File: src/bbx_pkg.sv
package bbx_pkg;

    // register byte offsets
    localparam logic [7:0] OFS_CMD    = 8'h00;
    localparam logic [7:0] OFS_FLAGS  = 8'h04;
    localparam logic [7:0] OFS_OPND   = 8'h08;
    localparam logic [7:0] OFS_PC     = 8'h0C;
    localparam logic [7:0] OFS_DISP   = 8'h10;
    localparam logic [7:0] OFS_RESULT = 8'h14;
    localparam logic [7:0] OFS_NPC    = 8'h18;
    localparam logic [7:0] OFS_STATUS = 8'h1C;

    // command field positions
    localparam int CMD_OP_LSB   = 0;
    localparam int CMD_COND_LSB = 8;
    localparam int CMD_BIT_LSB  = 16;
    localparam int CMD_LEN_LSB  = 24;
    localparam int CMD_R0_BIT   = 31;

    // flag bit positions
    localparam int FLG_C = 0;
    localparam int FLG_Z = 1;
    localparam int FLG_S = 2;
    localparam int FLG_O = 3;

    // status bit positions
    localparam int ST_TAKEN = 0;
    localparam int ST_TRUE  = 1;
    localparam int ST_RANGE = 2;
    localparam int ST_PAGE  = 3;
    localparam int ST_SIZE  = 4;
    localparam int ST_COND  = 5;

    // reset values
    localparam logic [31:0] RST_WORD = 32'h0000_0000;
    localparam logic [19:0] RST_PC   = 20'h0_0000;

    // jump limits and constants
    localparam logic signed [31:0] JS_MIN   = 32'sd2;
    localparam logic signed [31:0] JS_MAX   = 32'sd9;
    localparam logic signed [31:0] JB_MIN   = -32'sd127;
    localparam logic signed [31:0] JB_MAX   = 32'sd128;
    localparam logic signed [31:0] JSG_MIN  = -32'sd126;
    localparam logic signed [31:0] JSG_MAX  = 32'sd129;
    localparam logic [19:0]        VEC_BASE = 20'hF_0000;
    localparam logic [7:0]         PAGE_MIN = 8'h12;

    localparam logic [1:0] RESP_OKAY   = 2'b00;
    localparam logic [1:0] RESP_SLVERR = 2'b10;

    typedef enum logic [4:0] {
        OP_WIDEN_B, OP_WIDEN_W, OP_AND_C, OP_NAND_C, OP_OR_C, OP_NOR_C,
        OP_XOR_C, OP_XNOR_C, OP_CBIT_STORE, OP_BRANCH, OP_JMP_S, OP_JMP_B,
        OP_JMP_W, OP_JMP_A, OP_JUMP_INDIRECT_W, OP_JUMP_INDIRECT_A, OP_JMP_VEC
    } bbx_op_e;

    // 14 condition codes; 14 and 15 are illegal
    typedef enum logic [3:0] {
        CND_C, CND_GTU, CND_Z, CND_N, CND_LE, CND_O, CND_GE,
        CND_NC, CND_LEU, CND_NZ, CND_PZ, CND_GT, CND_NO, CND_LT
    } bbx_cond_e;

endpackage

File: src/bbx_exec.sv
// Added by the designer: the register offsets and register access over AXI4-Lite.
`timescale 1ns/1ps
// Summary of operation
// - byte sign widen copies bit 7 into bits 15..8
// - word sign widen only on data_reg_zero, bit 15 fills bits 31..16
// - bit_and_carry / bit_or_carry combine operand bit with carry into carry
// - bit_xor_carry xors operand bit into carry, operand left unchanged
// - cond_bit_store writes 1 when condition true, 0 when false
// - fourteen condition codes, eight simple carry/zero/sign/overflow tests
// - branch_on_cond loads target when true and displacement in range, else next sequential address
// - carry, zero, sign and unsigned-compare branches reach -127 to +128
// - signed and overflow branches reach -126 to +129
// - short jump reaches +2 to +9; byte jump -127 to +128
// - word jump uses 16-bit displacement; absolute loads 20-bit target
// - indirect word jump adds sign-extended 16-bit source to start address
// - indirect absolute jump loads 20-bit source directly
// - vector page jump adds F0000H to the fetched table entry
module bbx_exec
    import bbx_pkg::*;
#(
    parameter int ADDR_W = 8
)(
    // clock and reset
    input  wire logic              aclk,
    input  wire logic              aresetn,
    // write address channel
    input  wire logic [ADDR_W-1:0] s_axi_awaddr,
    input  wire logic [2:0]        s_axi_awprot,
    input  wire logic              s_axi_awvalid,
    output logic                   s_axi_awready,
    // write data channel
    input  wire logic [31:0]       s_axi_wdata,
    input  wire logic [3:0]        s_axi_wstrb,
    input  wire logic              s_axi_wvalid,
    output logic                   s_axi_wready,
    // write response channel
    output logic [1:0]             s_axi_bresp,
    output logic                   s_axi_bvalid,
    input  wire logic              s_axi_bready,
    // read address channel
    input  wire logic [ADDR_W-1:0] s_axi_araddr,
    input  wire logic [2:0]        s_axi_arprot,
    input  wire logic              s_axi_arvalid,
    output logic                   s_axi_arready,
    // read data channel
    output logic [31:0]            s_axi_rdata,
    output logic [1:0]             s_axi_rresp,
    output logic                   s_axi_rvalid,
    input  wire logic              s_axi_rready,
    // core-side results
    output logic [19:0]            pc_out,
    output logic [3:0]             flags_out,
    output logic                   exec_done
);
    if (ADDR_W < 5 || ADDR_W > 32)
    begin : g_addr_w_check
        $error("ADDR_W must lie between 5 and 32");
    end

    ////////////////////////////////////////////////////////////////////////
    function automatic logic [31:0] merge(input logic [31:0] old_v,
                                          input logic [31:0] new_v,
                                          input logic [3:0]  strb);
        logic [31:0] r;
        r = old_v;
        for (int i = 0; i < 4; i++)
        begin
            if (strb[i])
                r[8*i +: 8] = new_v[8*i +: 8];
        end
        return r;
    endfunction

    function automatic logic cond_eval(input logic [3:0] cd, input logic [3:0] f);
        logic c;
        logic z;
        logic sv;
        logic r;
        c  = f[FLG_C];
        z  = f[FLG_Z];
        sv = f[FLG_S] ^ f[FLG_O];
        r  = 1'b0;
        case (cd)
            CND_C:   r = c;
            CND_NC:  r = !c;
            CND_Z:   r = z;
            CND_NZ:  r = !z;
            CND_N:   r = f[FLG_S];
            CND_PZ:  r = !f[FLG_S];
            CND_O:   r = f[FLG_O];
            CND_NO:  r = !f[FLG_O];
            CND_GTU: r = c && !z;
            CND_LEU: r = !c || z;
            CND_LT:  r = sv;
            CND_GE:  r = !sv;
            CND_LE:  r = sv || z;
            CND_GT:  r = !sv && !z;
            default: r = 1'b0;
        endcase
        return r;
    endfunction

    function automatic logic signed_cond(input logic [3:0] cd);
        return cd == CND_LE || cd == CND_GE || cd == CND_GT || cd == CND_LT
            || cd == CND_O || cd == CND_NO;
    endfunction

    function automatic logic in_range(input logic signed [31:0] v,
                                      input logic signed [31:0] lo,
                                      input logic signed [31:0] hi);
        return v >= lo && v <= hi;
    endfunction

    ////////////////////////////////////////////////////////////////////////
    // bus state
    logic              aw_hold_reg, aw_hold_next;
    logic              w_hold_reg, w_hold_next;
    logic [ADDR_W-1:0] waddr_reg, waddr_next;
    logic [31:0]       wdata_reg, wdata_next;
    logic [3:0]        wstrb_reg, wstrb_next;
    logic              bvalid_reg, bvalid_next;
    logic [1:0]        bresp_reg, bresp_next;
    logic              rvalid_reg, rvalid_next;
    logic [1:0]        rresp_reg, rresp_next;
    logic [31:0]       rdata_reg, rdata_next;
    // block state
    logic [31:0]       cmd_reg, cmd_next;
    logic [3:0]        flags_reg, flags_next;
    logic [31:0]       opnd_reg, opnd_next;
    logic [19:0]       pc_reg, pc_next;
    logic [31:0]       disp_reg, disp_next;
    logic [31:0]       result_reg, result_next;
    logic [19:0]       npc_reg, npc_next;
    logic [5:0]        status_reg, status_next;
    logic              exec_reg, exec_next;
    logic              done_reg, done_next;

    // decoded command
    logic [4:0]        op_f;
    logic [3:0]        cd_f;
    logic [4:0]        bit_f;
    logic [19:0]       seq_pc;
    logic              src_bit;
    logic              ctrue;
    logic [7:0]        ofs_w;
    logic [7:0]        ofs_r;

    assign op_f   = cmd_reg[CMD_OP_LSB +: 5];
    assign cd_f   = cmd_reg[CMD_COND_LSB +: 4];
    assign bit_f  = cmd_reg[CMD_BIT_LSB +: 5];
    assign seq_pc = pc_reg + {16'h0000, cmd_reg[CMD_LEN_LSB +: 4]};
    assign src_bit = opnd_reg[bit_f];
    assign ctrue  = cond_eval(cd_f, flags_reg);
    assign ofs_w  = 8'(waddr_reg) & 8'hFC;
    assign ofs_r  = 8'(s_axi_araddr) & 8'hFC;

    assign s_axi_awready = !aw_hold_reg && !bvalid_reg;
    assign s_axi_wready  = !w_hold_reg && !bvalid_reg;
    assign s_axi_arready = !rvalid_reg;
    assign s_axi_bvalid  = bvalid_reg;
    assign s_axi_bresp   = bresp_reg;
    assign s_axi_rvalid  = rvalid_reg;
    assign s_axi_rresp   = rresp_reg;
    assign s_axi_rdata   = rdata_reg;
    assign pc_out        = npc_reg;
    assign flags_out     = flags_reg;
    assign exec_done     = done_reg;

    ////////////////////////////////////////////////////////////////////////
    always_comb
    begin
        logic signed [31:0] d;
        d            = $signed(disp_reg);
        aw_hold_next = aw_hold_reg;
        w_hold_next  = w_hold_reg;
        waddr_next   = waddr_reg;
        wdata_next   = wdata_reg;
        wstrb_next   = wstrb_reg;
        bvalid_next  = bvalid_reg;
        bresp_next   = bresp_reg;
        rvalid_next  = rvalid_reg;
        rresp_next   = rresp_reg;
        rdata_next   = rdata_reg;
        cmd_next     = cmd_reg;
        flags_next   = flags_reg;
        opnd_next    = opnd_reg;
        pc_next      = pc_reg;
        disp_next    = disp_reg;
        result_next  = result_reg;
        npc_next     = npc_reg;
        status_next  = status_reg;
        exec_next    = 1'b0;
        done_next    = exec_reg;

        // write channels are taken independently, committed once both held
        if (s_axi_awvalid && s_axi_awready)
        begin
            aw_hold_next = 1'b1;
            waddr_next   = s_axi_awaddr;
        end
        if (s_axi_wvalid && s_axi_wready)
        begin
            w_hold_next = 1'b1;
            wdata_next  = s_axi_wdata;
            wstrb_next  = s_axi_wstrb;
        end
        if (bvalid_reg && s_axi_bready)
            bvalid_next = 1'b0;
        if (aw_hold_reg && w_hold_reg)
        begin
            aw_hold_next = 1'b0;
            w_hold_next  = 1'b0;
            bvalid_next  = 1'b1;
            bresp_next   = RESP_OKAY;
            case (ofs_w)
                OFS_CMD:
                begin
                    cmd_next  = merge(cmd_reg, wdata_reg, wstrb_reg);
                    exec_next = 1'b1;
                end
                OFS_FLAGS: flags_next = 4'(merge({28'h000_0000, flags_reg},
                                                 wdata_reg, wstrb_reg));
                OFS_OPND:  opnd_next = merge(opnd_reg, wdata_reg, wstrb_reg);
                OFS_PC:    pc_next = 20'(merge({12'h000, pc_reg}, wdata_reg, wstrb_reg));
                OFS_DISP:  disp_next = merge(disp_reg, wdata_reg, wstrb_reg);
                OFS_RESULT, OFS_NPC, OFS_STATUS: bresp_next = RESP_OKAY;
                default:   bresp_next = RESP_SLVERR;
            endcase
        end

        // read answer one cycle after the address is taken
        if (rvalid_reg && s_axi_rready)
            rvalid_next = 1'b0;
        if (s_axi_arvalid && s_axi_arready)
        begin
            rvalid_next = 1'b1;
            rresp_next  = RESP_OKAY;
            case (ofs_r)
                OFS_CMD:    rdata_next = cmd_reg;
                OFS_FLAGS:  rdata_next = {28'h000_0000, flags_reg};
                OFS_OPND:   rdata_next = opnd_reg;
                OFS_PC:     rdata_next = {12'h000, pc_reg};
                OFS_DISP:   rdata_next = disp_reg;
                OFS_RESULT: rdata_next = result_reg;
                OFS_NPC:    rdata_next = {12'h000, npc_reg};
                OFS_STATUS: rdata_next = {26'h000_0000, status_reg};
                default:
                begin
                    rdata_next = RST_WORD;
                    rresp_next = RESP_SLVERR;
                end
            endcase
        end

        // execute the command one cycle after it is written
        if (exec_reg)
        begin
            status_next = 6'h00;
            npc_next    = seq_pc;
            result_next = opnd_reg;
            case (op_f)
                OP_WIDEN_B: result_next = {16'h0000, {8{opnd_reg[7]}}, opnd_reg[7:0]};
                OP_WIDEN_W:
                begin
                    if (cmd_reg[CMD_R0_BIT])
                        result_next = {{16{opnd_reg[15]}}, opnd_reg[15:0]};
                    else
                        status_next[ST_SIZE] = 1'b1;
                end
                OP_AND_C:  flags_next[FLG_C] = src_bit & flags_reg[FLG_C];
                OP_OR_C:   flags_next[FLG_C] = src_bit | flags_reg[FLG_C];
                OP_XOR_C:  flags_next[FLG_C] = src_bit ^ flags_reg[FLG_C];
                OP_NAND_C: flags_next[FLG_C] = !src_bit & flags_reg[FLG_C];
                OP_NOR_C:  flags_next[FLG_C] = !src_bit | flags_reg[FLG_C];
                OP_XNOR_C: flags_next[FLG_C] = !src_bit ^ flags_reg[FLG_C];
                OP_CBIT_STORE:
                begin
                    result_next[bit_f]   = ctrue;
                    status_next[ST_TRUE] = ctrue;
                    status_next[ST_COND] = cd_f > CND_LT;
                end
                OP_BRANCH:
                begin
                    status_next[ST_TRUE] = ctrue;
                    status_next[ST_COND] = cd_f > CND_LT;
                    if (signed_cond(cd_f))
                        status_next[ST_RANGE] = !in_range(d, JSG_MIN, JSG_MAX);
                    else
                        status_next[ST_RANGE] = !in_range(d, JB_MIN, JB_MAX);
                    if (ctrue && status_next[ST_RANGE] == 1'b0)
                    begin
                        npc_next              = pc_reg + disp_reg[19:0];
                        status_next[ST_TAKEN] = 1'b1;
                    end
                end
                OP_JMP_S, OP_JMP_B:
                begin
                    if (op_f == OP_JMP_S)
                        status_next[ST_RANGE] = !in_range(d, JS_MIN, JS_MAX);
                    else
                        status_next[ST_RANGE] = !in_range(d, JB_MIN, JB_MAX);
                    if (status_next[ST_RANGE] == 1'b0)
                    begin
                        npc_next              = pc_reg + disp_reg[19:0];
                        status_next[ST_TAKEN] = 1'b1;
                    end
                end
                OP_JMP_W:
                begin
                    npc_next = pc_reg + {{4{disp_reg[15]}}, disp_reg[15:0]};
                    status_next[ST_TAKEN] = 1'b1;
                end
                OP_JMP_A:
                begin
                    npc_next              = disp_reg[19:0];
                    status_next[ST_TAKEN] = 1'b1;
                end
                OP_JUMP_INDIRECT_W:
                begin
                    npc_next = pc_reg + {{4{opnd_reg[15]}}, opnd_reg[15:0]};
                    status_next[ST_TAKEN] = 1'b1;
                end
                OP_JUMP_INDIRECT_A:
                begin
                    npc_next              = opnd_reg[19:0];
                    status_next[ST_TAKEN] = 1'b1;
                end
                OP_JMP_VEC:
                begin
                    if (disp_reg[7:0] < PAGE_MIN)
                        status_next[ST_PAGE] = 1'b1;
                    else
                    begin
                        npc_next              = VEC_BASE + {4'h0, opnd_reg[15:0]};
                        status_next[ST_TAKEN] = 1'b1;
                    end
                end
                default: status_next[ST_COND] = 1'b1;
            endcase
        end
    end

    always_ff @(posedge aclk)
    begin
        if (!aresetn)
        begin
            aw_hold_reg <= 1'b0;
            w_hold_reg  <= 1'b0;
            waddr_reg   <= '0;
            wdata_reg   <= RST_WORD;
            wstrb_reg   <= 4'h0;
            bvalid_reg  <= 1'b0;
            bresp_reg   <= RESP_OKAY;
            rvalid_reg  <= 1'b0;
            rresp_reg   <= RESP_OKAY;
            rdata_reg   <= RST_WORD;
            cmd_reg     <= RST_WORD;
            flags_reg   <= 4'h0;
            opnd_reg    <= RST_WORD;
            pc_reg      <= RST_PC;
            disp_reg    <= RST_WORD;
            result_reg  <= RST_WORD;
            npc_reg     <= RST_PC;
            status_reg  <= 6'h00;
            exec_reg    <= 1'b0;
            done_reg    <= 1'b0;
        end
        else
        begin
            aw_hold_reg <= aw_hold_next;
            w_hold_reg  <= w_hold_next;
            waddr_reg   <= waddr_next;
            wdata_reg   <= wdata_next;
            wstrb_reg   <= wstrb_next;
            bvalid_reg  <= bvalid_next;
            bresp_reg   <= bresp_next;
            rvalid_reg  <= rvalid_next;
            rresp_reg   <= rresp_next;
            rdata_reg   <= rdata_next;
            cmd_reg     <= cmd_next;
            flags_reg   <= flags_next;
            opnd_reg    <= opnd_next;
            pc_reg      <= pc_next;
            disp_reg    <= disp_next;
            result_reg  <= result_next;
            npc_reg     <= npc_next;
            status_reg  <= status_next;
            exec_reg    <= exec_next;
            done_reg    <= done_next;
        end
    end

    ////////////////////////////////////////////////////////////////////////
    a_widen_byte: assert property (@(posedge aclk) disable iff (!aresetn)
        exec_reg && op_f == OP_WIDEN_B |=> result_reg[15:8] == {8{$past(opnd_reg[7])}})
        else $error("byte widen fill wrong");
    a_widen_word: assert property (@(posedge aclk) disable iff (!aresetn)
        exec_reg && op_f == OP_WIDEN_W |=> cmd_reg[CMD_R0_BIT] != status_reg[ST_SIZE]
            && (status_reg[ST_SIZE] || result_reg[31:16] == {16{opnd_reg[15]}}))
        else $error("word widen wrong");
    a_and_carry: assert property (@(posedge aclk) disable iff (!aresetn)
        exec_reg && op_f == OP_AND_C && !src_bit |=> !flags_reg[FLG_C])
        else $error("and carry wrong");
    a_xor_carry: assert property (@(posedge aclk) disable iff (!aresetn)
        exec_reg && op_f == OP_XOR_C |=> flags_reg[FLG_C] == ($past(src_bit)
            ^ $past(flags_reg[FLG_C])) && $stable(opnd_reg))
        else $error("xor carry wrong");
    a_nor_carry: assert property (@(posedge aclk) disable iff (!aresetn)
        exec_reg && op_f == OP_NOR_C && !src_bit |=> flags_reg[FLG_C])
        else $error("nor carry wrong");
    a_cbit_store: assert property (@(posedge aclk) disable iff (!aresetn)
        exec_reg && op_f == OP_CBIT_STORE |=> result_reg[bit_f] == $past(ctrue))
        else $error("cond bit store wrong");
    a_cond_gtu: assert property (@(posedge aclk) disable iff (!aresetn)
        cd_f == CND_GTU |-> ctrue == (flags_reg[FLG_C] && !flags_reg[FLG_Z]))
        else $error("higher cond wrong");
    a_branch_npc: assert property (@(posedge aclk) disable iff (!aresetn)
        exec_reg && op_f == OP_BRANCH && !ctrue |=> npc_reg == $past(seq_pc)
            && !status_reg[ST_TAKEN])
        else $error("untaken branch wrong");
    a_vec_page: assert property (@(posedge aclk) disable iff (!aresetn)
        exec_reg && op_f == OP_JMP_VEC && disp_reg[7:0] >= PAGE_MIN
            |=> npc_reg[19:16] == 4'hF && done_reg)
        else $error("vector page target wrong");
endmodule

File: config.mk
export PLATFORM = sky130hd
export DESIGN_NAME = bbx_exec
export DESIGN_NICKNAME = d
export VERILOG_FILES = /design/src/bbx_pkg.sv /design/src/bbx_exec.sv
export SDC_FILE = /design/constraint.sdc
export NUM_CORES = 1
export LEC_CHECK = 0
export BUFFER_PORTS_ARGS = -buffer_cell sky130_fd_sc_hd__buf_4
export CAP_MARGIN = 10
export CORE_MARGIN = 5
export CORE_UTILIZATION = 55
export CTS_CLUSTER_SIZE = 16
export DETAILED_ROUTE_END_ITERATION = 16
export GPL_TIMING_DRIVEN = 0
export PLACE_DENSITY_LB_ADDON = 0.25
export SYNTH_ARGS = -nofsm -noshare
export SYNTH_HDL_FRONTEND = slang
export SYNTH_SLANG_ARGS = --single-unit
export TNS_END_PERCENT = 10
File: constraint.sdc
create_clock -name aclk -period 5.1 [get_ports aclk]
set_input_delay 1.02 -clock aclk [delete_from_list [all_inputs] [get_ports aclk]]
set_output_delay 1.02 -clock aclk [all_outputs]
set_load 0.1 [all_outputs]
# Word-level counts from Yosys, hierarchy flattened
# Index checks and enable logic that the tools add are counted.
[classes]
n_reduce_logical = 65
n_mux = 42
n_lt_le_gt_ge = 10
n_eq_ne = 43
bitwise_logic = 9
n_addsub = 5
[op_table]
columns = ["cell", "n"]
rows = [
  ["case mux 32 bit (8 select lines)", 1],
  ["case mux 20 bit (7 select lines)", 1],
  ["case mux 32 bit (3 select lines)", 1],
  [">= comparator 32 x 8 -> 1 bit, second input constant", 2],
  ["<= comparator 32 x 9 -> 1 bit, second input constant", 2],
  ["adder 20 bit", 3],
  ["two-way mux 20 bit", 3],
  ["== test 6 x 3 -> 1 bit, second input constant", 8],
  ["AND reduction 3 bit", 16],
  ["== test 5 x 4 -> 1 bit, second input constant", 8],
  ["bitwise mux 32 bit", 1],
  [">= comparator 32 x 3 -> 1 bit, second input constant", 1],
  ["<= comparator 32 x 5 -> 1 bit, second input constant", 1],
  ["two-way mux 32 bit", 1],
  ["two-way mux 1 bit", 25],
  ["== test 4 bit, second input constant", 6],
  ["== test 6 x 2 -> 1 bit, second input constant", 4],
  ["adder 20 x 4 -> 20 bit", 1],
  ["== test 5 x 3 -> 1 bit, second input constant", 4],
  ["adder 17 x 17 -> 18 bit, first input constant", 1],
  ["== test 4 x 3 -> 1 bit, second input constant", 4],
  ["logical NOT 8 bit", 2],
  ["OR reduction 8 bit", 2],
  ["logical AND 1 bit", 15],
  ["other kinds (30)", 61],
]
[totals]
reg_bits = 264
input_bits = 65
out_inout_bits = 66
wordCells = 206

# Longest topological paths before layout
# Gate-level depths: netlist of the first run.
[logic_depth]
word_depth = 13
ltp_mapped = 15

# Worst setup path after synthesis of the first run
# No wires, ideal clock.
[synth_timing]
kind = "register -> register"
from = "register cmd_reg[2]"
to = "register npc_reg[17], in the netlist pc_out[17]"
path_stages_with_launch = 15
period_less_slack_ns = 3.538
arrival_ns = 3.410
required_time_ns = 4.972
setup_time_ns = 0.128
path_buffers = 2
path_slack_ns = 1.562
cell_sequence = "dfxtp_1 > clkbuf_1 > nor4bb_1 > nand2_1 > clkbuf_1 > mux2_2 > ha_1 > a211oi_1 > o21ai_0 > o2bb2ai_1 > a31o_2 > o21ai_0 > xnor2_1 > a221oi_1 > a21oi_1"
[synth_between]
elab_chain_len = 6
[synth_rtl]
columns = ["element", "line_no", "source"]
rows = [
  ["from (decl)", "bbx_exec.sv:127", "logic [31:0] cmd_reg, cmd_next;"],
  ["from (signal assigned)", "bbx_exec.sv:380", "cmd_reg <= cmd_next;"],
  ["== test 5 x 4 -> 1 bit", "bbx_exec.sv:261, bbx_exec.sv:298", ""],
  ["two-way mux 1 bit", "bbx_exec.sv:298", "if (op_f == OP_JMP_S)"],
  ["two-way mux 1 bit", "bbx_exec.sv:261", "case (op_f)"],
  ["two-way mux 1 bit", "bbx_exec.sv:256", "if (exec_reg)"],
  ["two-way mux 20 bit", "bbx_exec.sv:302", "if (status_next[ST_RANGE] == 1'b0)"],
  ["case mux 20 bit (7 select lines) *", "bbx_exec.sv:261", ""],
  ["to (signal assigned)", "bbx_exec.sv:386", "npc_reg <= npc_next;"],
  ["to (decl)", "bbx_exec.sv:133", "logic [19:0] npc_reg, npc_next;"],
]
# Every way passes the cells marked *; elsewhere a longest branch is shown, timed or not. The select of a mux whose other input is x is not followed.
# A chain may end at the register's enable or synchronous reset.

# Final worst setup path of the first run
[layout_timing]
from = "register cmd_reg[2]"
to = "register npc_reg[16], in the netlist pc_out[16]"
# The elaborated chain is that of the path after synthesis.

==> results by stage, run 1 <==
STA:
- The final worst-path setup slack is 389 ps.
- The clock period could shrink to 4710 ps.
- In the final timing run, aggregate negative setup slack is 0 ps.
- The final hold violation count is 0.
- The headroom to the max-slew limit is 18.9%.
- The worst clock skew is 13.9 ps.
- The final setup violation count is 0.
- Setup repair after global routing left no endpoint under its margin.
- Based on the critical path, the design can be clocked at up to 0.212 GHz.
- Dividing the final minimum period by the clock period gives 92.4%.
- The actual slew at the worst max-slew pin is 1210 ps.
- Across all hold checks on the routed design, the worst slack comes to 455 ps.
- The max-slew violation count is 0.

Logic synthesis:
- Counting every instance in the synthesized netlist gives 1855.
- The mapped netlist covers 15300 sq um.
- Counting flops and latches in the post-synthesis netlist gives 260.
- Yosys mapped a number of flops with a built-in enable equal to 0.
- By area the synthesized netlist is led by sky130_fd_sc_hd__dfxtp_1 34%, sky130_fd_sc_hd__mux2i_1 6.6%, sky130_fd_sc_hd__nor2b_1 5.5%, sky130_fd_sc_hd__nand2_1 5.5%, sky130_fd_sc_hd__a21oi_1 4.5%.
- The proportion of register bits with asynchronous set or reset after synthesis is 0%.
- The unique cell type count in the Yosys netlist is 77.
- The portion of the post-synthesis area used by sequential elements is 34.1%.
- In this run the biggest area consumer among cell types represents 34.1% of the synthesized area.
- The most common flop cell mapped by yosys is sky130_fd_sc_hd__dfxtp_1.
- The warning count from the yosys run is 0.
- A synthesized cell averages 8.23 sq um.
- sky130_fd_sc_hd__dfxtp_1 takes more of the synthesized area than any other cell.

Worst setup path:
- The reg-to-reg endpoint is pc_out[16]$_SDFFE_PN0P_.
- The worst setup path is of the register to register kind.
- The kind of end point of the critical path is a register.
- The launch point of the worst reg-to-reg path is cmd_reg[2]$_SDFFE_PN0P_.
- For flop-to-flop paths, the worst setup slack is 390 ps.
- The maximum fanout encountered on the critical timing path is 10.
- The data required time at the worst endpoint is 5540 ps.
- The worst setup path is launched from a register.
- The worst reg-to-reg path cell count is 14.
- For the worst setup path, the data arrival time is 5150 ps.

Clock network:
- The root buffer cell is sky130_fd_sc_hd__clkbuf_16.
- The count of H-tree levels built during CTS is 1.
- The buffer depth of the longest clock path is 3.
- The TritonCTS sink count is 260.
- The clock latency of the later-clocked register in the worst-skew pair is 580 ps.
- The CTS buffer count is 29.
- After clock tree synthesis, the clock-pin slew on the worst setup and hold paths is 60 ps.
- In this run the post-CTS setup repair buffer count came out at 0.
- The CTS tree is done.

Pwr:
- IR analysis of the VDD net gives a maximum drop of 0.000257 V.
- The relative contribution of sequential cells to total power is 47.0%.
- Of the total power, the clock network draws 46.0%.
- The net switching power figure is 1.15 mW.
- Internal power comes to 3.34 mW.
- The analysis attributes to cell leakage a power of 6.82 nW.
- Combinational logic burns 7.1% of the power.
- In this run switching power makes up 25.6% of total power.
- Power spread over the standard cell area amounts to 256 nW/um^2.

Routing:
- The aggregate routed wire length is 61.8 mm.
- The average routed wire per standard cell is 25.7 um.
- The mean number of vias per cell is 6.65.
- The count of nets left with antenna violations once routing finished came out at 0.
- The remaining routing DRC violations is 0.
- The routed via count is 15988.
- The iteration count of the initial detailed-routing pass is 6.
- The first routing iteration left 2200 violations.

Floorplanning:
- The height of the chip is 177 um.
- The die is 177 um wide.
- The number of top-level design ports is 131.
- The die covers 31200 sq um.
- The region available for standard cell placement spans 27600 sq um.
- For this configuration, the core starts out at a cell density of 55.2%.
- The number of placement rows is 61.

Cells and area:
- The cell area after layout is 17600 sq um.
- The final layout net count is 2117.
- The proportion of layout cells with a drive suffix above 1 is 10.6%.
- The finished layout holds 2405 standard cells, fillers aside.
- Leaving out fill and tap cells, the most frequent cells in the layout are 260 x sky130_fd_sc_hd__dfxtp_1, 222 x sky130_fd_sc_hd__nand2_1, 136 x sky130_fd_sc_hd__a21oi_1, 135 x sky130_fd_sc_hd__nor2b_1, 135 x sky130_fd_sc_hd__o21ai_0.
- The area growth from synthesis to layout is 15.1%.
- The count of inserted antenna diode cells is 0.
- Leaving out fill and tap cells, the most frequent cell in the layout is sky130_fd_sc_hd__dfxtp_1.

Hold path:
- The class of the tightest hold or removal check is register to register.
- The worst hold path passes through 2 cells.
- The worst hold path begins at result_reg[21]$_SDFFE_PN0P_.
- The terminating pin of the worst hold path is result_reg[21]$_SDFFE_PN0P_.

Global route:
- The number of global-route vias before repair is 14926.
- The largest net degree at the start of global routing is 16.
- The first global-routing pass estimated 91.2 mm of wire.
- The initial antenna violation count is 2.
- After global routing the overflow that remains totals 0.
- The total global routing track utilization is 38.1%.

Placement:
- The number of placed instances, taps included, is 2353.
- The area of placed instances is 16600 sq um.
- The worst setup slack before clock tree synthesis is 508 ps.
- At the end of routability-driven placement, the weighted congestion stood at 1.06.
- The number of port buffers is 118.
- The half-perimeter wire length of the detailed placement result is 47.8 mm.

Run status:
- The run finished with clean final reports.

Run:
- The number of maximum-capacitance violations is 0.
==> cells in the mapped netlist, types with 5 or more instances <==
cell                       count
sky130_fd_sc_hd__o21ai_0     135
sky130_fd_sc_hd__nand3_1      67
sky130_fd_sc_hd__or2_2         5
sky130_fd_sc_hd__dfxtp_1     260
sky130_fd_sc_hd__a22oi_1      87
sky130_fd_sc_hd__a41oi_1       5
sky130_fd_sc_hd__a21boi_0     81
sky130_fd_sc_hd__o22ai_1       5
sky130_fd_sc_hd__nor2b_1     135
sky130_fd_sc_hd__xnor2_1      31
sky130_fd_sc_hd__a221oi_1     17
sky130_fd_sc_hd__mux2i_1     100
sky130_fd_sc_hd__a31oi_1      32
sky130_fd_sc_hd__nor3_1       22
sky130_fd_sc_hd__o311ai_0      6
sky130_fd_sc_hd__mux2_2       19
sky130_fd_sc_hd__o21bai_1     10
sky130_fd_sc_hd__mux4_2        8
sky130_fd_sc_hd__nand2_1     222
sky130_fd_sc_hd__ha_1         43
sky130_fd_sc_hd__nand2b_1     28
sky130_fd_sc_hd__o21a_1        7
sky130_fd_sc_hd__a221o_1       7
sky130_fd_sc_hd__nand3b_1      7
sky130_fd_sc_hd__inv_1        27
sky130_fd_sc_hd__buf_1         6
sky130_fd_sc_hd__nand4_1      16
sky130_fd_sc_hd__and2_1        8
sky130_fd_sc_hd__clkbuf_1    109
sky130_fd_sc_hd__and3_1       15
sky130_fd_sc_hd__a211oi_1     13
sky130_fd_sc_hd__xor2_1       20
sky130_fd_sc_hd__a21oi_1     136
sky130_fd_sc_hd__nor4_1        8
sky130_fd_sc_hd__a21o_1       14
sky130_fd_sc_hd__nor2_1       67
==> routing by layer <==
metal | up-vias | track usage [%] | part of all wire (%)
met5 | - | 0 | 0
met2 | 1124 | 56.9 | 41
met3 | 223 | 9.14 | 13
met4 | 0 | 17.8 | 5.9
met1 | 7574 | 52.1 | 40
li1 | 7067 | - | -
==> per-stage QoR <==
step                total power, mW  utilization, %
floorplan                      2.33               -
global placement               2.46            60.2
detailed placement             2.46            60.2
CTS                            4.48            63.5
global route                   4.59            63.6
finish                         4.49            63.6
==> worst max path at each step <==
| stage | startpoint | endpoint | cells past startpoint |
|---|---|---|---|
| final | cmd_reg[2]$_SDFFE_PN0P_ | pc_out[16]$_SDFFE_PN0P_ | 14 |
| after global routing | cmd_reg[2]$_SDFFE_PN0P_ | pc_out[16]$_SDFFE_PN0P_ | 15 |
| after floorplan | cmd_reg[2]$_SDFFE_PN0P_ | pc_out[17]$_SDFFE_PN0P_ | 14 |
| after detailed placement | cmd_reg[2]$_SDFFE_PN0P_ | pc_out[16]$_SDFFE_PN0P_ | 14 |
| after CTS | cmd_reg[2]$_SDFFE_PN0P_ | pc_out[16]$_SDFFE_PN0P_ | 14 |
| after global placement | cmd_reg[2]$_SDFFE_PN0P_ | pc_out[16]$_SDFFE_PN0P_ | 15 |
==> layout make-up <==
type                       count  area (sq um)
fill                        2473         10100
tap                          378           473
buffer                       124           503
sequential                   260          5200
clock inverter                 9          98.8
inverter                      27           101
timing repair buffer         119           890
multi-input combinational   1445          9460
clock buffer                  43           828
==> cells by family (layout without fill, tap and decap cells) <==
logic type / after synthesis / in the layout / synth area share (%)
multiplexers: 127 / 127 / 9.14
flip-flops: 260 / 260 / 34.1
adder cells (fa/ha/maj): 46 / 46 / 3.92
AO/OA/AOI/OAI: 596 / 596 / 25.4
other: 1 / 2 / 0.0246
buffers and inverters: 151 / 322 / 3.96
XOR/XNOR: 51 / 51 / 2.93
AND/OR/NAND/NOR: 623 / 623 / 20.5
==> repair_timing <==
| action | 4_1_cts | 5_1_grt |
|---|---|---|
| gates resized for setup | 0 | 1 |
| hold buffers | 0 | 0 |
| setup endpoints to repair | 0 | 2 |
==> worst max-delay path, stage by stage, from the launching register on <==
cell and delay, ps:
sky130_fd_sc_hd__dfxtp_1 350, sky130_fd_sc_hd__clkbuf_1 450, sky130_fd_sc_hd__nor4bb_2 400, sky130_fd_sc_hd__nand2_1 390, sky130_fd_sc_hd__clkbuf_1 430, sky130_fd_sc_hd__mux2_2 380
sky130_fd_sc_hd__ha_1 200, sky130_fd_sc_hd__or2_2 330, sky130_fd_sc_hd__o22a_1 210, sky130_fd_sc_hd__o31a_1 170, sky130_fd_sc_hd__a21oi_1 390, sky130_fd_sc_hd__o31ai_1 200
sky130_fd_sc_hd__xor2_1 210, sky130_fd_sc_hd__a221oi_1 360, sky130_fd_sc_hd__a21oi_1 100
==> power groups by stage <==
| stage | clock [mW] | sequential (mW) | combinational [mW] |
|---|---|---|---|
| final | 2.07 | 2.11 | 0.317 |
| after global routing | 2.15 | 2.11 | 0.334 |
| after CTS | 2.07 | 2.11 | 0.312 |
| after detailed placement | 0 | 2.15 | 0.311 |
| after global placement | 0 | 2.15 | 0.306 |
| after floorplan | 0 | 2.16 | 0.164 |
Power figures use the tool's default switching activity.
==> run 2, diff against run 1 <==
--- a/config.mk
+++ b/config.mk
@@ -5,7 +5,7 @@
 export SDC_FILE = /design/constraint.sdc
 export NUM_CORES = 1
 export LEC_CHECK = 0
-export BUFFER_PORTS_ARGS = -buffer_cell sky130_fd_sc_hd__buf_4
+export BUFFER_PORTS_ARGS = -buffer_cell sky130_fd_sc_hd__buf_2
 export CAP_MARGIN = 10
 export CORE_MARGIN = 5
 export CORE_UTILIZATION = 55
@@ -13,6 +13,7 @@
 export DETAILED_ROUTE_END_ITERATION = 16
 export GPL_TIMING_DRIVEN = 0
 export PLACE_DENSITY_LB_ADDON = 0.25
+export SLEW_MARGIN = 20
 export SYNTH_ARGS = -nofsm -noshare
 export SYNTH_HDL_FRONTEND = slang
 export SYNTH_SLANG_ARGS = --single-unit
==> run 2 against run 1 <==
Compared with the run above:
- first-iteration DRC count fell by 3.3%
- largest cell class unchanged
- die area did not move
- combinational power fell by 6%
- clock skew rose by 7.7 ps
- utilization fell by 0.94 points
- via count fell by 1.8%
==> results by stage, run 2 (synthesis gave the netlist of run 1 again) <==
Floorplanning:
- In this run the standard cell core region covers 27600 sq um.
- From left edge to right edge, the die measures 177 um.
- Once the floorplan was initialized, standard cells occupied 55.2% of the core.
- The number of top-level design ports is 131.
- Row generation in the floorplan step produced 61 rows.
- The height of the chip is 177 um.
- The floorplan step defined a die boundary enclosing 31200 sq um.

Placement:
- The HPWL after detailed placement is 47.4 mm.
- Port buffering added 118 buffers.
- At the placement stage, the worst setup path has a slack of 417 ps.
- The cell total after placement is 2352.
- The area of placed instances is 16300 sq um.
- The congestion estimate from routability-driven global placement came to 1.07.

Cells and area:
- The area taken by flip-flops and latches is 5200 sq um.
- Leaving out filler cells and counting taps, the final layout contains 2404.
- The number of antenna diodes in the final layout is 0.
- In the layout the commonest cells are 260 x sky130_fd_sc_hd__dfxtp_1, 222 x sky130_fd_sc_hd__nand2_1, 136 x sky130_fd_sc_hd__a21oi_1, 135 x sky130_fd_sc_hd__nor2b_1, 135 x sky130_fd_sc_hd__o21ai_0.
- The proportion of layout cells with a drive suffix above 1 is 10.8%.
- For this run, the post-layout net count is 2115.
- The leading cell type in the layout, fill and taps excluded is sky130_fd_sc_hd__dfxtp_1.
- Summing all multi-input logic gate instances after layout gives 9470 sq um.
- The total of fill cells in the finished design is 2495.
- The final cell utilization of the core is 62.6%.
- After routing the design area is 17300 sq um.
- The area growth from synthesis to layout is 13.4%.

Global route:
- The overall overflow remaining after global route is 0.
- Across every metal layer, demand over resource in global routing totals 37.5%.
- The number of global-route vias before repair is 14699.
- The initial antenna violation count is 1.
- The first global-routing pass estimated 89.9 mm of wire.
- The largest net degree at the start of global routing is 16.

Worst setup path:
- Data on the critical path is required at its endpoint by 5530 ps.
- The kind of end point of the critical path is a register.
- The critical path goes through clkbuf_1, nor4bb_2, nand2_1, mux2_2, ha_1, inv_1, fa_1, nand2b_1, a21oi_1, o31a_1, a21oi_1, o31ai_1, xor2_1, a221oi_1, a21oi_1.
- On the worst path, the slowest cell contributes a delay of 460 ps.
- The maximum fanout encountered on the critical timing path is 10.
- The worst setup path is launched from a register.
- The critical-path cell with the highest stage delay is sky130_fd_sc_hd__clkbuf_1.
- In this run the worst setup path begins at cmd_reg[2]$_SDFFE_PN0P_.
- Data on the critical path arrives at its endpoint at 5140 ps.
- In this design, the critical path's most frequently occurring cell is sky130_fd_sc_hd__a21oi_1.
- The worst setup path category is register to register.
- The launch point of the worst reg-to-reg path is cmd_reg[2]$_SDFFE_PN0P_.

STA:
- Setup violations remaining at the end of the flow were counted as 0.
- For this run, the top clock speed supported by timing is 0.212 GHz.
- The max-slew violation count came to 0.
- The worst clock skew is 21.6 ps.
- The final worst-path setup slack is 388 ps.
- Summed over all failing endpoints, the final setup total negative slack is 0 ps.
- Setup repair after global routing left no endpoint under its margin.
- On the final layout, the worst hold slack is 458 ps.
- The time the final worst path needs with I/O delays and setup is 4710 ps.
- The share of the cycle needed by the critical path after routing is 92.4%.
- The final hold violation count came to 0.
- The actual slew at the worst max-slew pin is 1210 ps.
- The headroom to the max-slew limit is 18.7%.

Routing:
- In this run, the number of DRC markers left after iteration 0 of detailed routing was 2127.
- After detailed routing, the average wire length per cell comes to 25.2 um.
- The remaining routing DRC violations is 0.
- The aggregate routed wire length is 60.7 mm.
- The routed via count is 15697.
- The number of nets with antenna violations after detailed routing is 0.
- The mean number of vias per cell is 6.53.
- The first detailed-routing pass ran for 7 iterations.

Clock network:
- The count of H-tree levels built during CTS is 1.
- The TritonCTS sink count is 260.
- Clock tree synthesis inserted a total of 28 buffers.
- The cell sitting at the root of the clock tree is a sky130_fd_sc_hd__clkbuf_16.
- Post-CTS timing repair inserted 0 buffers for setup.
- The buffer depth of the longest clock path is 3.
- Clock-pin slew was measured on the worst setup and hold paths at 60 ps.
- At the later pin of the worst-skew pair, clock insertion delay measures 570 ps.
- TritonCTS built the clock tree.

Pwr:
- The net switching power figure is 1.16 mW.
- IR analysis of the VDD net gives a maximum drop of 0.000300 V.
- The relative contribution of sequential cells to total power is 46.5%.
- The static leakage is 6.80 nW.
- The overall power after layout is 4.54 mW.
- Combinational cells account for 6.6% of the total power.
- The internal power is 3.38 mW.
- The part of the power in the clock network is 47.0%.
- The ratio of total power to cell area is 262 nW/um^2.
- Net switching is 25.6% of the power.

Hold path:
- The tightest min-delay check is of the register to register type.
- The hold path startpoint is result_reg[11]$_SDFFE_PN0P_.

Run status:
- The run finished with clean final reports.

Run:
- Across the run, the number of max-cap violations was 0.
[run 2: critical path: cells and delay by family, from the launching register on]
| family | cells | cell delay [ps] |
|---|---|---|
| flops | 1 | 350 |
| mux | 1 | 340 |
| fa+ha+maj | 2 | 590 |
| simple gates | 3 | 1040 |
| xor+xnor | 1 | 180 |
| compound gates | 6 | 1530 |
| buf+inv | 2 | 530 |
[run 2: routing by layer]
layer	global-route usage (%)	wire length, um	up-vias
met5	0	0	-
met4	17.0	3250	0
met3	8.48	7710	217
met2	55.6	25100	1005
met1	52.3	24600	7415
li1	-	-	7060
[run 2: layout make-up]
class	count	share of cell area, %
multi-input cells	1445	54.7
repair buffers	118	3.41
clock inverters	15	1.10
well taps	378	2.73
plain buffers	124	2.91
flip-flops and latches	260	30.1
inverters	27	0.586
clock buffers	37	4.48
[run 2: path summary, 6_finish.rpt]
kind | end | slack, ps | cells after the start
hold / removal | result_reg[11]$_SDFFE_PN0P_ | 460 | 2
setup / recovery | pc_out[16]$_SDFFE_PN0P_ | 390 | 15
setup reg to reg | pc_out[16]$_SDFFE_PN0P_ | 390 | 15
hold reg to reg | result_reg[11]$_SDFFE_PN0P_ | 460 | 2
[run 2: power by group through the flow]
stage	sequential [mW]	combinational, mW	clock (mW)
after floorplan	2.16	0.164	0
after global placement	2.15	0.291	0
after detailed placement	2.15	0.293	0
after CTS	2.11	0.294	2.13
after global routing	2.11	0.318	2.22
final	2.11	0.298	2.13
[run 2: timing repair]
item,4_1_cts,5_1_grt
hold buffers,0,0
gates resized for setup,0,1
setup endpoints to repair,0,3
endpoints found under the hold margin,0,0
